**src/design/rss_regs.svh**
```systemverilog
// register offsets, field positions, reset values and timing of the reset unit
`ifndef RSS_REGS_SVH
`define RSS_REGS_SVH

`define RSS_OFS_CAUSE      12'h000
`define RSS_CAUSE_RST      16'h0001
`define RSS_CAUSE_IMPL     16'hC3FF
`define RSS_BIT_POR        0
`define RSS_BIT_BROWNOUT   1
`define RSS_BIT_IDLE       2
`define RSS_BIT_SLEEP      3
`define RSS_BIT_WDT_TO     4
`define RSS_BIT_SOFT_WDT   5
`define RSS_BIT_INSTR      6
`define RSS_BIT_PIN        7
`define RSS_BIT_REG_KEEP   8
`define RSS_BIT_CFG_MIS    9
`define RSS_BIT_ILLEGAL    14
`define RSS_BIT_TRAP       15
`define RSS_CLK_NS         25
`define RSS_PIN_MIN_NS     200
`define RSS_PIN_MIN_CYC    ((`RSS_PIN_MIN_NS + `RSS_CLK_NS - 1) / `RSS_CLK_NS)

`endif

```
**src/design/rss_pkg.sv**
```systemverilog
// types shared by the reset source and status unit
package rss_pkg;

    // detector levels that arrive from other timing domains
    typedef struct packed {
        logic brownout_det;
        logic wdt_timeout;
        logic config_mismatch;
    } rss_det_s;

    // one-cycle events from the cpu core, same clock
    typedef struct packed {
        logic trap_conflict;
        logic illegal_access;
        logic reset_instr;
        logic sleep_wake;
        logic idle_wake;
    } rss_cpu_s;

    typedef enum logic [1:0] {
        ST_RUN,
        ST_SRC,
        ST_PULSE
    } rss_state_e;

endpackage

```
**src/design/rss_top.sv**
```systemverilog
// reset source merge, cause register and apb slave
//
// What this block does
// - merge all reset sources into one line
// - any active source asserts system reset
// - reset forces some bits, others keep values
// - each reset kind sets its cause flag
// - power-on clears flags, sets bit 0
// - software sets/clears flags, never causes reset
// - bit 15 flags trap-conflict reset
// - bit 14 flags illegal opcode/address/pointer
// - bits 13 to 10 read zero
// - bit 9 flags configuration mismatch reset
// - bit 8 keeps regulator active in sleep
// - bit 7 flags master clear pin reset
// - filtered low pin pulse causes reset
// - bit 6 flags reset instruction
// - bit 5 or fuse enables watchdog
// - bit 4 flags watchdog time-out
// - bit 3 flags wake from sleep
// - bit 2 flags wake from idle
// - bit 1 flags brown-out reset
// - instruction reset releases next cycle
// - instruction reset keeps current clock
`timescale 1ns/10ps
`default_nettype none
`include "rss_regs.svh"

module rss_top
#(
    parameter int PIN_MIN_CYC = `RSS_PIN_MIN_CYC
)
(
    // clock and power-on reset
    input  wire logic              sys_clk,
    input  wire logic              sys_rst,
    // apb slave
    input  wire logic              psel,
    input  wire logic              penable,
    input  wire logic              pwrite,
    input  wire logic [11:0]       paddr,
    input  wire logic [31:0]       pwdata,
    output var  logic [31:0]       prdata,
    output var  logic              pready,
    output var  logic              pslverr,
    // reset sources
    input  wire rss_pkg::rss_det_s det,
    input  wire rss_pkg::rss_cpu_s cpu,
    input  wire logic              master_clear_pin_n,
    input  wire logic              watchdog_fuse_enable,
    // results
    output var  logic              system_reset_line,
    output var  logic              clock_reinit,
    output var  logic              watchdog_enable,
    output var  logic              regulator_sleep_keep
);

    localparam int CW = $clog2(PIN_MIN_CYC + 1);

    generate
        if (PIN_MIN_CYC < 1 || PIN_MIN_CYC > 65535)
        begin : g_bad
            $error("PIN_MIN_CYC out of range");
        end
    endgenerate

    // asynchronous inputs: fuse, pin, mismatch, watchdog, brown-out
    logic [4:0]          sync1_r;
    logic [4:0]          sync2_r;
    logic [CW-1:0]       pin_cnt_r;
    logic                pin_pass_r;
    rss_pkg::rss_state_e state_r;
    rss_pkg::rss_state_e state_nxt;
    logic [15:0]         cause_r;
    logic [15:0]         cause_nxt;
    logic                system_reset_r;
    logic                clock_reinit_r;
    logic                watchdog_enable_r;
    logic                regulator_keep_r;
    logic                pready_r;
    logic                pslverr_r;
    logic [31:0]         prdata_r;

    wire [4:0] async_in = {watchdog_fuse_enable, master_clear_pin_n,
                           det.config_mismatch, det.wdt_timeout, det.brownout_det};

    always_ff @(posedge sys_clk or posedge sys_rst)
    begin
        if (sys_rst)
        begin
            sync1_r <= 5'h08;
            sync2_r <= 5'h08;
        end
        else
        begin
            sync1_r <= async_in;
            sync2_r <= sync1_r;
        end
    end

    wire fuse_s     = sync2_r[4];
    wire pin_low_s  = ~sync2_r[3];
    wire cfg_mis_s  = sync2_r[2];
    wire wdt_to_s   = sync2_r[1];
    wire brownout_s = sync2_r[0];

    // glitch filter: the pin counts as asserted only after a full low run
    wire          pin_full = (pin_cnt_r == CW'(PIN_MIN_CYC));
    wire [CW-1:0] pin_cnt_nxt = !pin_low_s ? '0 :
                                pin_full   ? pin_cnt_r : pin_cnt_r + 1'b1;

    always_ff @(posedge sys_clk or posedge sys_rst)
    begin
        if (sys_rst)
        begin
            pin_cnt_r  <= '0;
            pin_pass_r <= 1'b0;
        end
        else
        begin
            pin_cnt_r  <= pin_cnt_nxt;
            pin_pass_r <= pin_low_s && (pin_cnt_nxt == CW'(PIN_MIN_CYC));
        end
    end

    // level sources hold the line; cpu events give a single cycle
    wire hw_rst    = brownout_s | wdt_to_s | cfg_mis_s | pin_pass_r;
    wire pulse_rst = cpu.trap_conflict | cpu.illegal_access | cpu.reset_instr;

    always_comb
    begin
        state_nxt = state_r;
        case (state_r)
            rss_pkg::ST_RUN:
                if (hw_rst)
                    state_nxt = rss_pkg::ST_SRC;
                else if (pulse_rst)
                    state_nxt = rss_pkg::ST_PULSE;
            rss_pkg::ST_SRC:
                if (!hw_rst)
                    state_nxt = rss_pkg::ST_RUN;
            rss_pkg::ST_PULSE:
                state_nxt = hw_rst ? rss_pkg::ST_SRC : rss_pkg::ST_RUN;
            default:
                state_nxt = rss_pkg::ST_SRC;
        endcase
    end

    // apb decode; one wait state, write lands on the edge that sees pready
    wire acc   = psel & penable;
    wire hit   = (paddr == `RSS_OFS_CAUSE);
    wire sw_wr = acc & pready_r & pwrite & hit;

    // hardware set vector; no source here sets bit 0, only power-on or a software write does
    wire [15:0] set_vec = 16'(
        ({15'h0, brownout_s}         << `RSS_BIT_BROWNOUT) |
        ({15'h0, cpu.idle_wake}      << `RSS_BIT_IDLE)     |
        ({15'h0, cpu.sleep_wake}     << `RSS_BIT_SLEEP)    |
        ({15'h0, wdt_to_s}           << `RSS_BIT_WDT_TO)   |
        ({15'h0, cpu.reset_instr}    << `RSS_BIT_INSTR)    |
        ({15'h0, pin_pass_r}         << `RSS_BIT_PIN)      |
        ({15'h0, cfg_mis_s}          << `RSS_BIT_CFG_MIS)  |
        ({15'h0, cpu.illegal_access} << `RSS_BIT_ILLEGAL)  |
        ({15'h0, cpu.trap_conflict}  << `RSS_BIT_TRAP));

    // software value first, then hardware ORs in, so an event is never lost
    wire [15:0] sw_val   = (sw_wr ? pwdata[15:0] : cause_r) & `RSS_CAUSE_IMPL;
    wire [15:0] merged   = sw_val | set_vec;
    wire [15:0] rst_mask = ~(16'h0001 << `RSS_BIT_SOFT_WDT);

    // soft watchdog enable is forced off by system reset, the rest survive
    assign cause_nxt = system_reset_r ? (merged & rst_mask) : merged;

    always_ff @(posedge sys_clk or posedge sys_rst)
    begin
        if (sys_rst)
        begin
            state_r           <= rss_pkg::ST_SRC;
            system_reset_r    <= 1'b1;
            clock_reinit_r    <= 1'b1;
            cause_r           <= `RSS_CAUSE_RST;
            watchdog_enable_r <= 1'b0;
            regulator_keep_r  <= 1'b0;
        end
        else
        begin
            state_r           <= state_nxt;
            system_reset_r    <= (state_nxt != rss_pkg::ST_RUN);
            clock_reinit_r    <= (state_nxt == rss_pkg::ST_SRC);
            cause_r           <= cause_nxt;
            watchdog_enable_r <= fuse_s | cause_nxt[`RSS_BIT_SOFT_WDT];
            regulator_keep_r  <= cause_nxt[`RSS_BIT_REG_KEEP];
        end
    end

    always_ff @(posedge sys_clk or posedge sys_rst)
    begin
        if (sys_rst)
        begin
            pready_r  <= 1'b0;
            pslverr_r <= 1'b0;
            prdata_r  <= 32'h0000_0000;
        end
        else
        begin
            pready_r  <= acc & ~pready_r;
            pslverr_r <= acc & ~pready_r & ~hit;
            if (acc && !pready_r)
                prdata_r <= hit ? {16'h0000, cause_r} : 32'h0000_0000;
        end
    end

    assign prdata               = prdata_r;
    assign pready               = pready_r;
    assign pslverr              = pslverr_r;
    assign system_reset_line    = system_reset_r;
    assign clock_reinit         = clock_reinit_r;
    assign watchdog_enable      = watchdog_enable_r;
    assign regulator_sleep_keep = regulator_keep_r;
endmodule

`default_nettype wire

```
**config.mk**
```make
export PLATFORM = sky130hd
export DESIGN_NAME = rss_top
export DESIGN_NICKNAME = d
export VERILOG_FILES = /design/src/design/rss_pkg.sv /design/src/design/rss_top.sv
export VERILOG_INCLUDE_DIRS = /design/src /design/src/design
export SDC_FILE = /design/constraint.sdc
export NUM_CORES = 1
export LEC_CHECK = 0
export BUFFER_PORTS_ARGS = -buffer_cell sky130_fd_sc_hd__buf_2
export CAP_MARGIN = 40
export CELL_PAD_IN_SITES_DETAIL_PLACEMENT = 1
export CELL_PAD_IN_SITES_GLOBAL_PLACEMENT = 1
export CORE_AREA = 2 2 78 80
export DETAILED_ROUTE_END_ITERATION = 10
export DIE_AREA = 0 0 80 82
export PLACE_DENSITY_LB_ADDON = 0.1
export SLEW_MARGIN = 10
export SYNTH_ARGS = -nofsm -noshare
export SYNTH_HDL_FRONTEND = slang
export SYNTH_SLANG_ARGS = --single-unit
```
**constraint.sdc**
```tcl
create_clock -name sys_clk -period 4.4 [get_ports sys_clk]
set_input_delay 0.22 -clock sys_clk [delete_from_list [all_inputs] [get_ports sys_clk]]
set_output_delay 0.22 -clock sys_clk [all_outputs]
set_load 0.05 [all_outputs]
```
==> metrics.md <==
| Metric | Value |
|---|---|
| Result of the run | finished, final reports clean |
| Setup violation total in the final timing report | 0 |
| Leading cell types by count after synthesis | sky130_fd_sc_hd__dfrtp_1, sky130_fd_sc_hd__nand2_1, sky130_fd_sc_hd__inv_1 |
| Synth Instances | around 190 |
| Post-CTS Setup Bufs | 0 |
| Remaining global-route overflow | 0 |
| Hold-critical path depth | 1 |
| LEAKAGE | between 1 and 1.5 nW |
| Routability congestion estimate from global placement | roughly 0.69 |
| Number of violations of the max-capacitance limit | 0 |
| Portion of total power attributed to sequential cells | 0.515 |
| Required time reported for the critical path endpoint | 4.56 ns |
| Worst setup startpoint | pready |
| Overall die height | about 82 µm |
| Final ANT Viol Nets | 0 |
| Detailed-placement wirelength estimate | between 3 and 4 mm |
| Starting utilization of the core area | 0.348 |
| Vias in the first global route | 1401 |
| Clock tree from TritonCTS | done |
| CTS hold repair buffers | 1 |
| Fin area | around 2400 µm² |
| Detail-routed net length per standard cell | 13.5 µm |
| TritonCTS Sinks | 46 |
| Worst setup path class | reg2reg |
| Clock network power share | 0.297 |
| Slew HR | 0.626 |
| Cell chain of the critical path | nand3b_1 > inv_1 > o31a_1 > a21oi_1 |
| Worst reg-to-reg setup slack | ~2.2 ns |
| R2r endpoint | prdata[15] |
| Post-detailed-routing wire length | 4.31 mm |
| Final slew viol count | 0 |
| RSZ-0062 raised after global routing | false |
| CP endpoint kind | flip-flop |
| Total negative slack | 0 ns |
| Routed met3 length | about 220 µm |
| Post-layout util | 0.414 |
| Total routing usage reported by global routing | 0.140 |
| Count of flip-flops with a built-in enable after synthesis | 0 |
| Number of placement rows | 28 |
| Syn_area_per_cell | about 11 µm² |
| Total internal power | between 600 and 700 µW |
| Level count of the clock H-tree | 2 |
| Post_cts resized | 0 |
| Highest clock rate | between 400 and 500 MHz |
| Category of the worst setup path launch point | flip-flop |
| Largest delay contributor family on the critical path | compound AO/OA/AOI/OAI gates |
| Pwr dens | ~370 nW/µm² |
| Number of antenna repair diodes | 0 |
| Register bit count reported by yosys | 46 |
| Critical R2R Launch | pready |
| Number of input and output port buffers inserted | 56 |
| Maximum single-stage delay on the critical path | approximately 0.58 ns |
| Critical path peak fanout | 14 |
| Dominant synthesized flop cell | sky130_fd_sc_hd__dfrtp_1 |
| Area inside the core boundary | about 5700 µm² |
| Shortest period the worst path allows | approximately 2.2 ns |
| Most area-hungry cell type in the Yosys netlist | sky130_fd_sc_hd__dfrtp_1 |
| Final clock period utilization by the worst path | 0.495 |
| Fillers | about 690 |
| Detailed-route vias per instance | about 4.5 |
| Iteration-0 DRC count of the detailed router | between 50 and 60 |
| Share of synthesized area occupied by flip-flops and latches | 0.579 |
| Buffer type at the clock tree root | sky130_fd_sc_hd__clkbuf_8 |
| Top-count cell post-synth | sky130_fd_sc_hd__dfrtp_1 |
| Power dissipated by switching net loads | between 200 and 300 µW |
| Global-route wire length before repair | ~6.8 mm |
| Cell area after placement | ~2300 µm² |
| Insertion delay of the later-clocked pin in the worst-skew pair | 0.30 ns |
| Number of antenna violations at the first check in global routing | 0 |
| Maximum number of pins on one net before global-route repair | 29 |
| Slowest CP cell | sky130_fd_sc_hd__o31a_1 |
| First-pass iteration count of the detailed router | 2 |
| Synthesis-to-layout area growth | 18.9% |
| Share of final-layout standard cells stronger than drive strength 1 | 0.310 |
| Clock buffer count from CTS | 5 |
| Critical path buffers and inverters | 1 |
| Synth warn | 0 |
| Detailed-routed wire length on met2 | 2.05 mm |
| Maximum ir drop on the vdd rail | ~0.18 mV |
| Top post-synthesis cells by area | sky130_fd_sc_hd__dfrtp_1, sky130_fd_sc_hd__dfstp_2, sky130_fd_sc_hd__buf_4, sky130_fd_sc_hd__nand2_1, sky130_fd_sc_hd__o41ai_1 |
| Hold Fails Final Rpt | 0 |
| Fraction of synthesized cell area taken by the top area cell type | 0.500 |
| Wire length the detailed router placed on met1 | slightly below 2 mm |
| Worst hold endpoint | sync1_r[3] |
| Library cells used by synthesis | 31 |
| Tightest Pin Transition | about 0.56 ns |
| Sw Ratio | 0.310 |
| I/O Pins | a little under 100 |
| Highest metal layer with signal wires | met4 |
| Kind of path behind the tightest hold check | in2reg |
| Total via count after detailed routing | ~1400 |
| Total Nets Final | between 300 and 400 |
| Skew final | 0.0101 ns |
| Min-delay src | master_clear_pin_n |
| Area of the mapped netlist | around 2000 µm² |
| Die extent in x | 80 µm |
| Buffer depth of the longest clock path | 2 |
| Proportion of register bits with asynchronous set or reset after synthesis | 1.00 |
| Relative contribution of combinational cells to total power | 0.189 |
| Clock Pin Slew Worst Setup and Hold Paths | ~0.080 ns |
| Cells on worst reg2reg path | 4 |
| Die ar. | between 6000 and 7000 µm² |
| Arrival time worst endpoint | roughly 2.3 ns |
| Remaining design rule violation count | 0 |
worst max path at each step:
stage / cells past startpoint / to / slack (ns)
2_1_floorplan: 3 / cause_r[8] / 2.67
3_3_place_gp: 4 / prdata[3] / 2.16
3_5_place_dp: 4 / cause_r[8] / 2.16
4_1_cts: 4 / prdata[6] / 2.21
5_1_grt: 4 / prdata[6] / 2.02
6_report: 4 / prdata[15] / 2.22
placed cells by master (no fill, tap or decap), types with 5 or more instances in the layout:
cell and instances:
sky130_fd_sc_hd__a21oi_1 13, sky130_fd_sc_hd__conb_1 20, sky130_fd_sc_hd__nor2b_1 5, sky130_fd_sc_hd__dfrtp_1 40, sky130_fd_sc_hd__nand2_1 25, sky130_fd_sc_hd__dfstp_2 6
sky130_fd_sc_hd__buf_2 56, sky130_fd_sc_hd__o211ai_1 10, sky130_fd_sc_hd__inv_1 22, sky130_fd_sc_hd__o41ai_1 10, sky130_fd_sc_hd__clkbuf_8 6
power groups by stage:
stage / registers, mW / logic (mW) / clock network (mW)
after global routing: 0.458 / 0.179 / 0.287
after detailed placement: 0.463 / 0.168 / 0
after global placement: 0.463 / 0.164 / 0
final: 0.455 / 0.167 / 0.262
after CTS: 0.455 / 0.168 / 0.272
after floorplan: 0.509 / 0.0896 / 0
registers in the layout, summed over array words and instances (netlist names):
name,cells
cause_r,12
clock_reinit,1
pin_cnt_r,4
pin_pass_r,1
prdata,12
pready,1
pslverr,1
state_r,2
sync1_r,5
sync2_r,5
system_reset_line,1
watchdog_enable,1
through the flow:
stage	worst slack [ns]	cells	power [mW]	hold slack (ns)
floorplan	2.67	207	0.599	0.224
global placement	2.16	310	0.627	0.326
detailed placement	2.16	311	0.631	0.247
CTS	2.21	320	0.895	0.0124
global route	2.02	320	0.924	0.0117
finish	2.22	320	0.883	0.0233
worst register-to-register path, stage by stage (launching register included):
cell and delay (ns):
sky130_fd_sc_hd__dfrtp_1 0.40, sky130_fd_sc_hd__nand3b_1 0.46, sky130_fd_sc_hd__inv_1 0.51, sky130_fd_sc_hd__o31a_1 0.58, sky130_fd_sc_hd__a21oi_1 0.09
metal layers:
metal,vias to the layer above,global-route usage
met5,-,0
met4,0,0.0508
met3,4,0.0352
met2,41,0.229
met1,692,0.180
li1,706,-
cell families (layout without fill, tap and decap cells):
group | Yosys count | after routing | share of synthesized area
mux | 2 | 2 | 0.0113
other cells | 1 | 20 | 0.00187
buf+inv | 51 | 89 | 0.137
xor+xnor | 2 | 2 | 0.00876
flops | 46 | 46 | 0.579
simple gates | 46 | 46 | 0.117
fa+ha+maj | 2 | 2 | 0.0125
compound gates | 38 | 38 | 0.133
area by class of cell:
| class | count | area, µm² | area share |
|---|---|---|---|
| Sequential cell | 46 | 1160 | 0.487 |
| Clock buffer | 7 | 86.3 | 0.0363 |
| Inverter | 23 | 86.3 | 0.0363 |
| Timing Repair Buffer | 58 | 310 | 0.130 |
| Clock inverter | 1 | 5.00 | 0.00210 |
| Tap cell | 75 | 93.8 | 0.0394 |
| Multi-Input combinational cell | 110 | 639 | 0.269 |
Power figures use the tool's default switching activity.
